**config.mk**
```make
export PLATFORM = sky130hd
export DESIGN_NAME = expcap_regs
export DESIGN_NICKNAME = d
export VERILOG_FILES = /design/src/pkg/expcap_pkg.sv /design/src/expcap_regs.sv /design/src/sticky_flags.sv
export SDC_FILE = /design/constraint.sdc
export NUM_CORES = 1
export LEC_CHECK = 0
export ABC_AREA = 1
export BUFFER_PORTS_ARGS = -buffer_cell sky130_fd_sc_hd__buf_2
export CAP_MARGIN = 20
export CORE_UTILIZATION = 43
export DETAILED_ROUTE_END_ITERATION = 7
export PLACE_DENSITY = 0.81
export SLEW_MARGIN = 20
export SYNTH_ARGS = -nofsm -noshare
export SYNTH_HDL_FRONTEND = slang
export SYNTH_SLANG_ARGS = --single-unit
```
**constraint.sdc**
```tcl
create_clock -name hclk -period 1.24 [get_ports hclk]
set_clock_uncertainty 0.05 [all_clocks]
set_input_delay 0.248 -clock hclk [delete_from_list [all_inputs] [get_ports hclk]]
set_output_delay 0.248 -clock hclk [all_outputs]
set_load 0.01 [all_outputs]
```
**src/pkg/expcap_pkg.sv**
```systemverilog
// constants, field layouts and carriers for the express capability register bank
//
// Overview of operation
// registers not applicable here read zero and ignore writes
// header reads id 0x01, next pointer 0x80, version 3, rest zero
// device capabilities bits 2:0 give build-time max payload, 128 or 256
// extended tag bit 5 and L0s/L1 latency fields are build-time read-only
// device capabilities bit 15 always reads one
// captured slot power bits 27:18 always read zero
// device capabilities bit 28 reports build-time function-level reset support
// control bits 0-3 are error reporting enables, read-write, reset zero
// relaxed ordering bit 4 build-time reset, ext tag bit 8 zero, no-snoop bit 11 one
// payload size bits 7:5 reset 0, read request size bits 14:12 reset 2
// writing one to bit 15 resets function if capable; reads zero
// status bit 21 reads one while a non-posted request is pending
// link capabilities bit 10 reports build-time L0s power management support
// link capabilities bit 11 reports build-time L1 power management support
// status bits 16-19 set on detected errors, cleared by writing one
// link speed bits 3:0, width bits 9:4 build-time; bit 22 reads one
package expcap_pkg;

    // ------------------------------------------------------------
    // register byte offsets
    // ------------------------------------------------------------
    localparam logic [11:0] off_express_capability_header      = 12'h080;
    localparam logic [11:0] off_device_capabilities             = 12'h084;
    localparam logic [11:0] off_device_control_and_status       = 12'h088;
    localparam logic [11:0] off_link_capabilities               = 12'h08c;
    localparam logic [11:0] off_link_control_and_status         = 12'h090;
    localparam logic [11:0] off_slot_capabilities               = 12'h094;
    localparam logic [11:0] off_slot_control_and_status         = 12'h098;
    localparam logic [11:0] off_root_control_and_capabilities   = 12'h09c;
    localparam logic [11:0] off_root_status                     = 12'h0a0;
    localparam logic [11:0] off_device_capabilities_second      = 12'h0a4;
    localparam logic [11:0] off_device_control_status_second    = 12'h0a8;
    localparam logic [11:0] off_link_capabilities_second        = 12'h0ac;
    localparam logic [11:0] off_link_control_status_second      = 12'h0b0;
    localparam logic [11:0] off_irq_status                      = 12'h0c0;
    localparam logic [11:0] off_irq_mask                        = 12'h0c4;

    // ------------------------------------------------------------
    // header fields
    // ------------------------------------------------------------
    localparam logic [7:0]  cap_id_value       = 8'h01;
    localparam logic [7:0]  next_ptr_value     = 8'h80;
    localparam logic [2:0]  cap_version_value  = 3'h3;

    // ------------------------------------------------------------
    // device capabilities bit positions
    // ------------------------------------------------------------
    localparam int dcap_payload_lsb   = 0;
    localparam int dcap_ext_tag_bit   = 5;
    localparam int dcap_l0s_lat_lsb   = 6;
    localparam int dcap_l1_lat_lsb    = 9;
    localparam int dcap_role_err_bit  = 15;
    localparam int dcap_flr_bit       = 28;

    // ------------------------------------------------------------
    // device control / status bit positions and reset values
    // ------------------------------------------------------------
    localparam int dctl_err_en_lsb    = 0;
    localparam int dctl_relax_bit     = 4;
    localparam int dctl_payload_lsb   = 5;
    localparam int dctl_ext_tag_bit   = 8;
    localparam int dctl_no_snoop_bit  = 11;
    localparam int dctl_rd_req_lsb    = 12;
    localparam int dctl_flr_bit       = 15;
    localparam int dsts_err_lsb       = 16;
    localparam int dsts_pending_bit   = 21;
    localparam logic [3:0] err_en_reset   = 4'h0;
    localparam logic [2:0] payload_reset  = 3'h0;
    localparam logic       ext_tag_reset  = 1'b0;
    localparam logic       no_snoop_reset = 1'b1;
    localparam logic [2:0] rd_req_reset   = 3'h2;

    // ------------------------------------------------------------
    // link capabilities bit positions
    // ------------------------------------------------------------
    localparam int lcap_speed_lsb   = 0;
    localparam int lcap_width_lsb   = 4;
    localparam int lcap_l0s_bit     = 10;
    localparam int lcap_l1_bit      = 11;
    localparam int lcap_l0s_exit_lsb = 12;
    localparam int lcap_l1_exit_lsb  = 15;
    localparam int lcap_optional_bit = 22;

    // ------------------------------------------------------------
    // carriers
    // ------------------------------------------------------------
    typedef struct packed {
        logic       rd_req_relax;
        logic [2:0] rd_req_size;
        logic       no_snoop;
        logic       ext_tag;
        logic [2:0] payload;
        logic       relax;
        logic [3:0] err_en;
    } dev_control_t;

    typedef struct packed {
        logic [3:0] err_seen;
        logic       pending;
    } dev_status_t;

endpackage

```
**src/expcap_regs.sv**
```systemverilog
// express capability register bank behind an ahb-lite slave
//
// Register access over AHB-Lite is this design's own decision.
`timescale 1ns/1ps
`default_nettype none
module expcap_regs
    import expcap_pkg::*;
#(
    parameter logic [2:0] max_payload_cap   = 3'h0,
    parameter logic       ext_tag_cap       = 1'b0,
    parameter logic [2:0] l0s_accept_lat    = 3'h0,
    parameter logic [2:0] l1_accept_lat     = 3'h0,
    parameter logic       flr_cap           = 1'b1,
    parameter logic       relax_reset       = 1'b0,
    parameter logic [3:0] max_link_speed    = 4'h1,
    parameter logic [5:0] max_link_width    = 6'h01,
    parameter logic       aspm_l0s_cap      = 1'b0,
    parameter logic       aspm_l1_cap       = 1'b0,
    parameter logic [2:0] l0s_exit_lat      = 3'h6,
    parameter logic [2:0] l1_exit_lat       = 3'h0
) (
    input  wire logic                     hclk,
    input  wire logic                     hresetn,
    input  wire logic                     hsel,
    input  wire logic [31:0]              haddr,
    input  wire logic [1:0]               htrans,
    input  wire logic                     hwrite,
    input  wire logic [2:0]               hsize,
    input  wire logic [31:0]              hwdata,
    input  wire logic                     hready,
    output var  logic                     hreadyout,
    output var  logic                     hresp,
    output var  logic [31:0]              hrdata,
    input  wire logic [3:0]               err_detect,
    input  wire logic                     np_pending,
    output var  expcap_pkg::dev_control_t dev_control,
    output var  logic                     flr_pulse,
    output var  logic                     irq
);
    import expcap_pkg::*;

    // ------------------------------------------------------------
    // ahb address phase capture
    // ------------------------------------------------------------
    logic        wr_pend;
    logic [11:0] addr_q;
    wire         take     = hsel & hready & htrans[1];
    wire         take_wr  = take & hwrite;
    wire         take_rd  = take & ~hwrite;

    always_ff @(posedge hclk or negedge hresetn) begin
        if (!hresetn) begin
            wr_pend <= 1'b0;
            addr_q  <= 12'h000;
        end else begin
            wr_pend <= take_wr;
            if (take) begin
                addr_q <= {haddr[11:2], 2'b00};
            end
        end
    end

    // a read right behind a write waits one cycle so it sees the new value; always okay
    wire   rd_behind_wr = hsel & htrans[1] & ~hwrite & wr_pend;
    assign hreadyout    = ~rd_behind_wr;
    assign hresp        = 1'b0;

    // ------------------------------------------------------------
    // decode
    // ------------------------------------------------------------
    // reads decode in the address phase, writes in the data phase
    wire [11:0] rd_addr = {haddr[11:2], 2'b00};
    wire sel_hdr  = (rd_addr == off_express_capability_header);
    wire sel_dcap = (rd_addr == off_device_capabilities);
    wire sel_dctl = (rd_addr == off_device_control_and_status);
    wire sel_lcap = (rd_addr == off_link_capabilities);
    wire sel_ist  = (rd_addr == off_irq_status);
    wire sel_imsk = (rd_addr == off_irq_mask);
    wire wr_dctl  = wr_pend & (addr_q == off_device_control_and_status);
    wire wr_ist   = wr_pend & (addr_q == off_irq_status);
    wire wr_imsk  = wr_pend & (addr_q == off_irq_mask);

    // ------------------------------------------------------------
    // device control
    // ------------------------------------------------------------
    dev_control_t ctl;

    always_ff @(posedge hclk or negedge hresetn) begin
        if (!hresetn) begin
            // error enables reset zero
            ctl.err_en      <= err_en_reset;
            // build-time relax reset
            ctl.relax       <= relax_reset;
            ctl.ext_tag     <= ext_tag_reset;
            ctl.no_snoop    <= no_snoop_reset;
            // size field resets
            ctl.payload     <= payload_reset;
            ctl.rd_req_size <= rd_req_reset;
            ctl.rd_req_relax <= 1'b0;
        end else if (flr_pulse) begin
            // function reset restores defaults
            ctl.err_en      <= err_en_reset;
            ctl.relax       <= relax_reset;
            ctl.ext_tag     <= ext_tag_reset;
            ctl.no_snoop    <= no_snoop_reset;
            ctl.payload     <= payload_reset;
            ctl.rd_req_size <= rd_req_reset;
            ctl.rd_req_relax <= 1'b0;
        end else if (wr_dctl) begin
            // error enable write
            ctl.err_en      <= hwdata[dctl_err_en_lsb +: 4];
            // ordering and tag writes
            ctl.relax       <= hwdata[dctl_relax_bit];
            ctl.ext_tag     <= hwdata[dctl_ext_tag_bit];
            ctl.no_snoop    <= hwdata[dctl_no_snoop_bit];
            // size field writes
            ctl.payload     <= hwdata[dctl_payload_lsb +: 3];
            ctl.rd_req_size <= hwdata[dctl_rd_req_lsb +: 3];
            ctl.rd_req_relax <= 1'b0;
        end
    end

    assign dev_control = ctl;

    // ------------------------------------------------------------
    // function level reset trigger
    // ------------------------------------------------------------
    // fires only when capable
    wire next_flr = wr_dctl & hwdata[dctl_flr_bit] & flr_cap;

    always_ff @(posedge hclk or negedge hresetn) begin
        if (!hresetn) begin
            flr_pulse <= 1'b0;
        end else begin
            flr_pulse <= next_flr;
        end
    end

    // ------------------------------------------------------------
    // error detected flags and interrupt status
    // ------------------------------------------------------------
    logic [3:0] err_seen;
    logic [3:0] irq_stat;
    logic [3:0] irq_mask;
    // write one clears
    wire  [3:0] err_clr = wr_dctl ? hwdata[dsts_err_lsb +: 4] : 4'h0;
    wire  [3:0] ist_clr = wr_ist ? hwdata[3:0] : 4'h0;

    sticky_flags #(
        .width (4)
    ) u_err_flags (
        .hclk    (hclk),
        .hresetn (hresetn),
        .set     (err_detect),
        .clear   (err_clr),
        .flags   (err_seen)
    );

    sticky_flags #(
        .width (4)
    ) u_irq_flags (
        .hclk    (hclk),
        .hresetn (hresetn),
        .set     (err_detect),
        .clear   (ist_clr),
        .flags   (irq_stat)
    );

    always_ff @(posedge hclk or negedge hresetn) begin
        if (!hresetn) begin
            irq_mask <= 4'h0;
        end else if (wr_imsk) begin
            irq_mask <= hwdata[3:0];
        end
    end

    always_ff @(posedge hclk or negedge hresetn) begin
        if (!hresetn) begin
            irq <= 1'b0;
        end else begin
            irq <= |(irq_stat & irq_mask);
        end
    end

    // ------------------------------------------------------------
    // read values
    // ------------------------------------------------------------
    logic [31:0] hdr_word;
    logic [31:0] dcap_word;
    logic [31:0] dctl_word;
    logic [31:0] lcap_word;

    always_comb begin
        // fixed header word
        hdr_word = {13'h0000, cap_version_value, next_ptr_value, cap_id_value};
    end

    always_comb begin
        // slot power bits stay zero
        dcap_word = 32'h0000_0000;
        // build-time payload
        dcap_word[dcap_payload_lsb +: 3] = max_payload_cap;
        // tag and latency fields
        dcap_word[dcap_ext_tag_bit]      = ext_tag_cap;
        dcap_word[dcap_l0s_lat_lsb +: 3] = l0s_accept_lat;
        dcap_word[dcap_l1_lat_lsb +: 3]  = l1_accept_lat;
        // role based error always one
        dcap_word[dcap_role_err_bit]     = 1'b1;
        // flr capability
        dcap_word[dcap_flr_bit]          = flr_cap;
    end

    always_comb begin
        dctl_word = 32'h0000_0000;
        dctl_word[dctl_err_en_lsb +: 4]  = ctl.err_en;
        dctl_word[dctl_relax_bit]        = ctl.relax;
        dctl_word[dctl_payload_lsb +: 3] = ctl.payload;
        dctl_word[dctl_ext_tag_bit]      = ctl.ext_tag;
        dctl_word[dctl_no_snoop_bit]     = ctl.no_snoop;
        dctl_word[dctl_rd_req_lsb +: 3]  = ctl.rd_req_size;
        // trigger reads zero
        dctl_word[dctl_flr_bit]          = 1'b0;
        dctl_word[dsts_err_lsb +: 4]     = err_seen;
        // pending request flag
        dctl_word[dsts_pending_bit]      = np_pending;
    end

    always_comb begin
        lcap_word = 32'h0000_0000;
        // speed, width, optionality
        lcap_word[lcap_speed_lsb +: 4]    = max_link_speed;
        lcap_word[lcap_width_lsb +: 6]    = max_link_width;
        lcap_word[lcap_optional_bit]      = 1'b1;
        // l0s power management support
        lcap_word[lcap_l0s_bit]           = aspm_l0s_cap;
        // l1 power management support
        lcap_word[lcap_l1_bit]            = aspm_l1_cap;
        lcap_word[lcap_l0s_exit_lsb +: 3] = l0s_exit_lat;
        lcap_word[lcap_l1_exit_lsb +: 3]  = l1_exit_lat;
    end

    // ------------------------------------------------------------
    // read mux
    // ------------------------------------------------------------
    // other offsets read zero
    wire [31:0] rd_word = sel_hdr  ? hdr_word  :
                          sel_dcap ? dcap_word :
                          sel_dctl ? dctl_word :
                          sel_lcap ? lcap_word :
                          sel_ist  ? {28'h0000000, irq_stat} :
                          sel_imsk ? {28'h0000000, irq_mask} :
                          32'h0000_0000;

    // loaded at the address edge, stands through the data phase
    always_ff @(posedge hclk or negedge hresetn) begin
        if (!hresetn) begin
            hrdata <= 32'h0000_0000;
        end else if (take_rd) begin
            hrdata <= rd_word;
        end
    end
endmodule
`default_nettype wire

```
**src/sticky_flags.sv**
```systemverilog
// write-one-to-clear sticky flag bank
`timescale 1ns/1ps
`default_nettype none
module sticky_flags #(
    parameter int width = 4
) (
    input  wire logic             hclk,
    input  wire logic             hresetn,
    input  wire logic [width-1:0] set,
    input  wire logic [width-1:0] clear,
    output var  logic [width-1:0] flags
);
    // ------------------------------------------------------------
    // flag bits
    // ------------------------------------------------------------
    genvar i;
    generate
        for (i = 0; i < width; i++) begin : g_flag
            // set wins over clear
            always_ff @(posedge hclk or negedge hresetn) begin
                if (!hresetn) begin
                    flags[i] <= 1'b0;
                end else begin
                    flags[i] <= set[i] | (flags[i] & ~clear[i]);
                end
            end
        end
    endgenerate
endmodule
`default_nettype wire

```
==> results of run 1 <==
critical path: stages (launching register included):
cell	delay, ns
dfrtp_2	0.45
nor3_4	0.22
nand3_4	0.09
nor2_4	0.21
nor2_1	0.06
a21oi_1	0.16
inv_1	0.06
worst min path at each step:
stage	end	slack, ns
after CTS	dev_control[10]	0.05
after floorplan	addr_q[10]	-0.1
after global routing	dev_control[10]	0.06
final	u_irq_flags.flags[1]	0.06
after detailed placement	hrdata[11]	0.22
after global placement	hrdata[21]	0.22
cell type report:
cell class | count | area [sq um]
Clock inverter | 2 | 10.0
Tap cell | 77 | 96.3
Inverter | 36 | 135
Fill cell | 503 | 2520
Clock buffer | 14 | 163
Multi-Input combinational cell | 237 | 1280
Sequential cell | 59 | 1480
Timing Repair Buffer | 114 | 736
per-layer routing:
| metal | vias to the layer above | wire (microns) | global-route usage |
|---|---|---|---|
| li1 | 1275 | - | - |
| met1 | 1281 | 2980 | 0.253 |
| met2 | 109 | 3860 | 0.363 |
| met3 | 13 | 481 | 0.0584 |
| met4 | 0 | 159 | 0.0987 |
| met5 | - | 0 | 0 |
cells by family after synthesis:
group	after synthesis
buffers and inverters	57
AO/OA/AOI/OAI	25
AND/OR/NAND/NOR	199
flip-flops	59
other	1
through the flow:
stage	total power, uW	setup TNS [ns]	util
floorplan	2420	-0.281	-
global placement	2670	-4.05	0.545
detailed placement	2690	-4.94	0.545
CTS	4280	-1.77	0.595
global route	4480	-4.82	0.608
finish	4300	-2.62	0.608
power by group through the flow:
stage          clock network [uW]  registers [uW]  logic [uW]
2_1_floorplan                   0            2160         262
3_3_place_gp                    0            2140         536
3_5_place_dp                    0            2140         552
4_1_cts                      1560            2110         614
5_1_grt                      1640            2130         709
6_report                     1530            2120         644
flip-flops by register name, summed over array words and instances, names as in the netlist:
signal             count
addr_q                10
dev_control           13
flr_pulse              1
hrdata                21
irq                    1
irq_mask               4
u_err_flags.flags      4
u_irq_flags.flags      4
wr_pend                1
cells in the final DEF, fill, tap and decap left out, drive strengths merged:
| master | instances |
|---|---|
| nand2 | 117 |
| buf | 113 |
| dfrtp | 57 |
| nand3 | 38 |
| inv | 34 |
| nor2 | 34 |
| o21ai | 18 |
| clkbuf | 14 |
| conb | 13 |
| nor3 | 8 |
| a21oi | 7 |
| clkinv | 4 |
| dfstp | 2 |
| and2 | 1 |
| nand4 | 1 |
| dlygate4sd3 | 1 |
what timing repair did:
item	in CTS	in global routing
hold buffers	1	0
buffers inserted	7	2
setup endpoints to repair	29	29
pin swaps	6	7
gates resized for setup	29	21
endpoints found under the hold margin	57	0
==> qor.csv, run 1 <==
stage,metric,value,unit
run_status,status,"complete, but fails checks",
run_status,failing checks,"DRC, setup timing",
synthesis,ys flop type,dfrtp_1,
clocking,number of H-tree levels,3,
synthesis,"EDFF count, synth",0,
clocking,worst skew pair latency,0.34,ns
synthesis,most numerous cell in the Yosys netlist,nand2_1,
setup_path,Crit Path Class,reg -> reg,
power,Max rail drop VDD,0.000539,V
sta,post-route minimum period,1.44,ns
grt,initial antenna violation count,0,
sta,Fin. Hold Viols,0,
clocking,Clock Tree Root,clkbuf_8,
grt,largest net degree at the start of global routing,60,
setup_path,worst flop-to-flop path endpoint,irq_mask[1],
power,Internal Power,3150,uW
grt,first-pass GRT wire length,11700,microns
hold_path,Hold WC Path Type,in -> reg,
synthesis,post-synthesis adder-cell area fraction,0,
job,max_cap viols,0,
synthesis,#FFs+latches synth,59,
setup_path,Startpoint Class,flop,
synthesis,compound-cell area share of the yosys netlist,0.0460,
floorplanning,Die Wd,83.9,microns
power,P_sw,1150,uW
placement,Placed Area,3500,sq um
floorplanning,Core Box Area,6420,sq um
synthesis,syn_area_per_cell,8.46,sq um
setup_path,"setup slack, reg-to-reg",-0.20,ns
cells_and_area,diode count,0,
sta,RSZ-0062 raised after global routing,true,
hold_path,Hold Crit Depth,3,
route,via count,2678,
floorplanning,Die Span Y,83.9,microns
grt,Overflow after GRT,0,
power,combinational power share,0.150,
setup_path,Worst R2R Path Depth,6,
synthesis,Synth area leaders,"dfrtp_1 (49%), nand2_1 (15%), nand3_1 (5.7%)",
setup_path,Worst setup endpoint,irq_mask[1],
sta,final worst slack,-0.199,ns
cells_and_area,Synth-to-Final Area Change,35.4,%
synthesis,Synth top area share,0.495,
synthesis,mapped cell area,2880,sq um
grt,Tot GR Track Use,0.214,
placement,port buffer count,75,
synthesis,sequential cell area fraction in the yosys report,0.513,
power,Clk network pwr share,0.357,
route,DRC,8,
route,Routed Antenna Nets,0,
cells_and_area,share of layout cells above drive strength 1,0.407,
floorplanning,die area,7040,sq um
synthesis,Unique masters post-synth,29,
sta,max-slew violation total from the final report,0,
sta,Final Setup Violations,29,
clocking,clk buf depth,2,
placement,Final Wtd Congestion,0.908,
route,DRT iter0 DRCs,159,
sta,Tcrit/Tclk final,1.16,
clocking,CTS sink count,59,
route,DR WL/cell,13.9,microns
power,sw frac,0.268,
synthesis,"Warnings, synthesis",0,
hold_path,Hold Crit Start,err_detect[1],
synthesis,Post-synth top cells,"nand2_1 (113), dfrtp_1 (57), nand3_1 (33), inv_1 (30), nor2_1 (23)",
synthesis,Synth Instances,341,
synthesis,Post-Synth Simple-Gate Area,0.334,
cells_and_area,fin area,3900,sq um
setup_path,critical path data arrival time,1.61,ns
grt,number of global-route vias before repair,2633,
placement,detailed placement HPWL,5270,microns
power,leakage,0.00213,uW
setup_path,Worst Setup End Kind,flop,
cells_and_area,final cell count without fillers,539,
power,Reg power frac,0.493,
clocking,TritonCTS buffer count,9,
synthesis,share of async-settable or async-resettable flops after synthesis,1.00,
setup_path,worst setup path startpoint,addr_q[3],
route,Via density,4.97,
floorplanning,Initial Utilization,0.449,
setup_path,worst r2r src,addr_q[3],
sta,fmax,695,MHz
clocking,clock slew at reported path FFs,0.07,ns
setup_path,CP max FO,7,
sta,final hold slack,0.0583,ns
synthesis,Synth area leader,dfrtp_1,
power,Pwr Density,1100,nW/um^2
placement,placed cell count,514,
floorplanning,cell row count,29,
synthesis,largest family of logic cells by synthesized area,simple AND/OR/NAND/NOR gates,
synthesis,xor/xnor share of the synthesized area,0,
placement,dpl ws,-0.204,ns
route,drt pass-1 iters,6,
setup_path,data required time of the critical path,1.41,ns
synthesis,post-synthesis mux area share,0,
floorplanning,I/O pins,129,
cells_and_area,Final nets,536,
clocking,CTS tree,built,
route,drt total wl,7480,microns
No activity file was read; power rests on OpenSTA's default activity.
==> run 2: changes to the inputs <==
Settings changed: REMOVE_ABC_BUFFERS set to 1.
==> run 2 against run 1 <==
  * Critical endpoint is now dev_control[8]
  * First-iteration DRC count fell by 11%
  * Sequential share of layout area rose by 0.28 points
  * Setup slack improved by 0.065 ns
  * Final area fell by 0.74%
  * Hold slack improved by 0.0079 ns
  * Count of clock-buffer cells in the layout fell by 3
  * Die area did not move
  * Utilization fell by 0.45 points
  * Global-route usage rose by 1.3 points
  * Cell count rose by 0.93%
  * Total power rose by 3.6%
  * Largest cell class unchanged
  * The run still ends with DRC, setup timing left
==> qor.csv, run 2 (synthesized netlist as in run 1, its figures left out) <==
stage,metric,value,unit
floorplanning,Core Box Area,6420,sq um
power,combinational power share,0.141,
cells_and_area,Final nets,541,
setup_path,CP max FO,7,
sta,max-slew violation total from the final report,0,
power,sw frac,0.263,
clocking,TritonCTS buffer count,9,
setup_path,Worst R2R Path Depth,8,
sta,final worst slack,-0.134,ns
power,leakage,0.00213,uW
floorplanning,I/O pins,129,
setup_path,critical path data arrival time,1.59,ns
route,DRT iter0 DRCs,142,
clocking,clk buf depth,2,
clocking,Clock Tree Root,clkbuf_8,
cells_and_area,"commonest non-fill, non-tap cells in the layout","nand2_1 (110), buf_2 (73), dfrtp_1 (55), buf_4 (37), nand3_1 (32)",
power,P_sw,1170,uW
route,wire length on met3,345,microns
grt,largest net degree at the start of global routing,23,
floorplanning,cell row count,29,
cells_and_area,Largest register FFs,21,
hold_path,Hold Crit Depth,3,
floorplanning,Die Wd,83.9,microns
route,via count,2628,
sta,RSZ-0062 raised after global routing,true,
clocking,CTS tree,built,
cells_and_area,"Most flops, register",hrdata,
run_status,status,"complete, but fails checks",
setup_path,data required time of the critical path,1.46,ns
power,Reg power frac,0.476,
setup_path,Worst Setup End Kind,flop,
route,met2 wire length,3690,microns
floorplanning,Die Span Y,83.9,microns
sta,Tcrit/Tclk final,1.11,
cells_and_area,Synth-to-Final Area Change,34.4,%
grt,Overflow after GRT,0,
cells_and_area,share of layout cells above drive strength 1,0.377,
power,Pwr Density,1150,nW/um^2
hold_path,Hold WC Path Type,in -> reg,
floorplanning,Initial Utilization,0.449,
route,drt total wl,7230,microns
cells_and_area,"Core Util, Final",0.603,
sta,post-route minimum period,1.37,ns
floorplanning,die area,7040,sq um
route,drt pass-1 iters,6,
route,DRC,6,
grt,Tot GR Track Use,0.227,
setup_path,Startpoint Class,flop,
clocking,number of H-tree levels,3,
clocking,clock slew at reported path FFs,0.07,ns
route,DR WL/cell,13.3,microns
placement,dpl ws,-0.239,ns
power,Clk network pwr share,0.384,
sta,Fin. Hold Viols,0,
grt,first-pass GRT wire length,12400,microns
grt,initial antenna violation count,0,
route,Via density,4.83,
clocking,CTS sink count,59,
job,max_cap viols,0,
power,Internal Power,3280,uW
setup_path,Crit Path Class,reg -> reg,
route,Top Layer Used,met4,
placement,port buffer count,75,
route,met1 wire length,3110,microns
power,Max rail drop VDD,0.000569,V
placement,detailed placement HPWL,5470,microns
cells_and_area,diode count,0,
grt,number of global-route vias before repair,2679,
cells_and_area,"commonest non-fill, non-tap cell in the layout",nand2_1,
placement,Final Wtd Congestion,0.853,
route,Routed Antenna Nets,0,
sta,Final TNS setup,-2.17,ns
sta,Final Setup Violations,28,
run_status,failing checks,"DRC, setup timing",
sta,final hold slack,0.0662,ns
sta,fmax,728,MHz
clocking,worst skew pair latency,0.33,ns
-- run 2: cell count changes in the layout (fill, tap and decap cells not counted), moves of 2 or more --
cell      before  now
buf_4         31   37
clkbuf_1       3    1
nand2_1       99  110
nand2_2       14    4
nor3_4         4    2
o21ai_0        7    9
o21ai_1        4    7
o21ai_2        7    2
-- run 2: path summary, 6_finish.rpt --
check | startpoint | slack [ns] | end
setup / recovery | addr_q[9] | -0.13 | dev_control[8]
hold / removal | hwdata[12] | 0.07 | dev_control[10]
setup reg to reg | addr_q[9] | -0.13 | dev_control[8]
hold reg to reg | hrdata[21] | 0.43 | hrdata[21]
max in group asynchronous | hresetn | 0.49 | dev_control[11]
min in group asynchronous | hresetn | 0.40 | dev_control[6]
-- run 2: final cells by class --
class / count / area (sq um)
fill: 548 / 2550
sequential: 59 / 1480
multi-input combinational: 237 / 1210
timing repair buffer: 119 / 761
clock buffer: 11 / 141
inverter: 36 / 135
tap: 77 / 96.3
clock inverter: 5 / 52.6
-- run 2: metal layers --
| metal | global-route usage | vias up |
|---|---|---|
| met5 | 0 | - |
| met1 | 0.285 | 1251 |
| met2 | 0.384 | 83 |
| met4 | 0.0846 | 0 |
| met3 | 0.0495 | 9 |
| li1 | - | 1285 |
-- run 2: worst max-delay path, stage by stage, from the launching register on --
cell	delay [ns]
dfrtp_1	0.42
nor2_4	0.15
nand3_2	0.09
nor2_4	0.12
nand2_4	0.08
nor2_4	0.12
buf_6	0.14
nand2_1	0.06
nand2_1	0.07
-- run 2: power groups by stage --
| stage | Combinational [uW] | Clock [uW] | Sequential (uW) |
|---|---|---|---|
| global route | 692 | 1850 | 2130 |
| CTS | 608 | 1750 | 2110 |
| floorplan | 212 | 0 | 2160 |
| global placement | 524 | 0 | 2140 |
| detailed placement | 544 | 0 | 2150 |
| finish | 627 | 1710 | 2120 |
-- run 2: what timing repair did --
action,in CTS,in global routing
pin swaps,9,3
setup buffers,8,2
gates resized for setup,22,5
setup endpoints to repair,31,29
hold buffers,1,0
endpoints found under the hold margin,57,0
-- run 2: through the flow --
stage | cells | area (sq um) | total power [uW]
floorplan | 332 | 2760 | 2370
global placement | 517 | 3500 | 2660
detailed placement | 517 | 3500 | 2690
CTS | 542 | 3840 | 4480
global route | 544 | 3870 | 4680
finish | 544 | 3870 | 4450
==> run 3: changes to the inputs <==
Settings changed: CORE_UTILIZATION 43 to 38, PLACE_DENSITY 0.81 to 0.73, REMOVE_ABC_BUFFERS 1 to unset.
==> run 3 against run 2 <==
  * The flow finishes with violations (setup timing)
  * Clock power barely moved
  * Critical path depth did not move
  * Count of clock-buffer cells in the layout did not move
  * Global-route usage fell by 3.9 points
  * Die area rose by 13%
  * First-iteration DRC count fell by 6.3%
  * Setup slack got worse by 0.0075 ns
  * Sequential power barely moved
  * Utilization fell by 5.4 points
  * Final area rose by 3.3%
  * Critical path type unchanged
  * Largest cell class unchanged
  * Largest power group unchanged
==> qor.csv, run 3 (synthesized netlist as in run 1, its figures left out) <==
stage,metric,value,unit
run_status,status,"complete, but fails checks",
run_status,failing checks,setup timing,
setup_path,CP max FO,7,
clocking,clock slew at reported path FFs,0.07,ns
clocking,CTS tree,built,
setup_path,Max stage delay on crit path,0.45,ns
job,max_cap viols,0,
cells_and_area,diode count,0,
setup_path,Worst setup endpoint,dev_control[7],
power,Max rail drop VDD,0.000585,V
route,DRT iter0 DRCs,133,
clocking,CTS sink count,59,
route,Routed Antenna Nets,0,
power,leakage,0.00217,uW
sta,fmax,724,MHz
setup_path,critical path data arrival time,1.61,ns
setup_path,Worst Setup End Kind,flop,
floorplanning,Initial Utilization,0.396,
floorplanning,Die Span Y,89.1,microns
grt,Overflow after GRT,0,
clocking,clk buf depth,2,
setup_path,worst path cell trace,inv_2 > nand3_2 > nor2_4 > nand2_4 > nor2_4 > buf_8 > nand2_2 > o21ai_2,
setup_path,worst setup path startpoint,addr_q[2],
sta,Final Setup Violations,28,
setup_path,data required time of the critical path,1.47,ns
route,drt pass-1 iters,4,
grt,first-pass GRT wire length,10900,microns
setup_path,Worst R2R Path Depth,8,
placement,Final Wtd Congestion,0.826,
grt,Tot GR Track Use,0.188,
floorplanning,cell row count,31,
sta,Tcrit/Tclk final,1.11,
sta,final worst slack,-0.141,ns
setup_path,slowest CP cell,dfrtp_1,
floorplanning,I/O pins,129,
clocking,Clock Tree Root,clkbuf_8,
route,via count,2583,
clocking,number of H-tree levels,3,
cells_and_area,share of layout cells above drive strength 1,0.403,
sta,Fin. Hold Viols,0,
floorplanning,Core Box Area,7290,sq um
cells_and_area,"Core Util, Final",0.549,
setup_path,worst r2r src,addr_q[2],
placement,detailed placement HPWL,5300,microns
sta,max-slew violation total from the final report,0,
route,DR WL/cell,13.0,microns
clocking,TritonCTS buffer count,9,
setup_path,"setup slack, reg-to-reg",-0.14,ns
setup_path,Startpoint Class,flop,
route,DRC,0,
cells_and_area,final cell count without fillers,565,
hold_path,Hold WC Path Type,in -> reg,
setup_path,worst flop-to-flop path endpoint,dev_control[7],
power,Pwr Density,1120,nW/um^2
cells_and_area,"Most flops, register",hrdata,
setup_path,"Largest delay share family, worst path",simple AND/OR/NAND/NOR gates,
grt,largest net degree at the start of global routing,34,
clocking,worst skew pair latency,0.34,ns
power,total power,4490,uW
setup_path,Buffers & Inverters on Critical Path,2,
setup_path,number of cells on the critical path,8,
cells_and_area,"commonest non-fill, non-tap cells in the layout","nand2_1 (100), buf_2 (71), dfrtp_1 (56), buf_4 (33)",
setup_path,Crit Path Class,reg -> reg,
grt,initial antenna violation count,0,
sta,RSZ-0062 raised after global routing,true,
placement,port buffer count,75,
floorplanning,Die Wd,89.1,microns
setup_path,"Top cell by count, worst path",nor2_4,
grt,number of global-route vias before repair,2331,
floorplanning,die area,7940,sq um
cells_and_area,Largest register FFs,21,
route,drt total wl,7340,microns
cells_and_area,Synth-to-Final Area Change,38.8,%
placement,placed cell count,536,
cells_and_area,Final nets,540,
cells_and_area,"commonest non-fill, non-tap cell in the layout",nand2_1,
route,Via density,4.57,
sta,post-route minimum period,1.38,ns
run 3: tightest hold or removal path: stages:
cell and delay [ns]:
buf_2 0.08, nand2_2 0.04, nand2_1 0.04
run 3: layout make-up:
cell class	count	area, sq um
clock buffer	11	141
clock inverter	5	52.6
fill	670	3290
inverter	36	135
multi-input combinational	237	1280
sequential	59	1480
tap	99	124
timing repair buffer	118	790
run 3: metrics by stage:
| stage | hold WS, ns | cell area, sq um | TNS [ns] | setup slack (ns) |
|---|---|---|---|---|
| 2_1_floorplan | -0.0976 | 2940 | -0.281 | -0.0470 |
| 3_3_place_gp | 0.0192 | 3520 | -4.25 | -0.181 |
| 3_5_place_dp | 0.0219 | 3520 | -5.68 | -0.210 |
| 4_1_cts | 0.0366 | 3890 | -1.83 | -0.110 |
| 5_1_grt | 0.0476 | 4000 | -4.47 | -0.230 |
| 6_report | 0.0509 | 4000 | -2.33 | -0.141 |
run 3: repair_timing:
item / in CTS / in global routing
hold endpoints to repair: 57 / 0
setup endpoints to repair: 30 / 32
pin swaps: 4 / 6
hold buffers: 1 / 0
gates resized for setup: 29 / 21
buffers inserted: 6 / 7
run 3: layer usage:
metal	routed length, microns	global-route usage
met1	3070	0.231
met2	3710	0.308
met5	0	0
met4	189	0.102
met3	376	0.0434
run 3: where the power goes:
part	internal, uW	switching [uW]	total, uW
combinational	282	353	635
clock	971	758	1730
sequential	2030	91.8	2130
run 3: worst min-delay path by stage:
| stage | startpoint | end | slack [ns] | cells after the start |
|---|---|---|---|---|
| global route | hwdata[5] | dev_control[5] | 0.05 | 3 |
| CTS | hwdata[5] | dev_control[5] | 0.04 | 3 |
| floorplan | hresetn | addr_q[10] | -0.1 | 0 |
| detailed placement | hresetn | hrdata[21] | 0.02 | 1 |
| global placement | hresetn | hrdata[21] | 0.02 | 1 |
| finish | hwdata[5] | dev_control[5] | 0.05 | 3 |
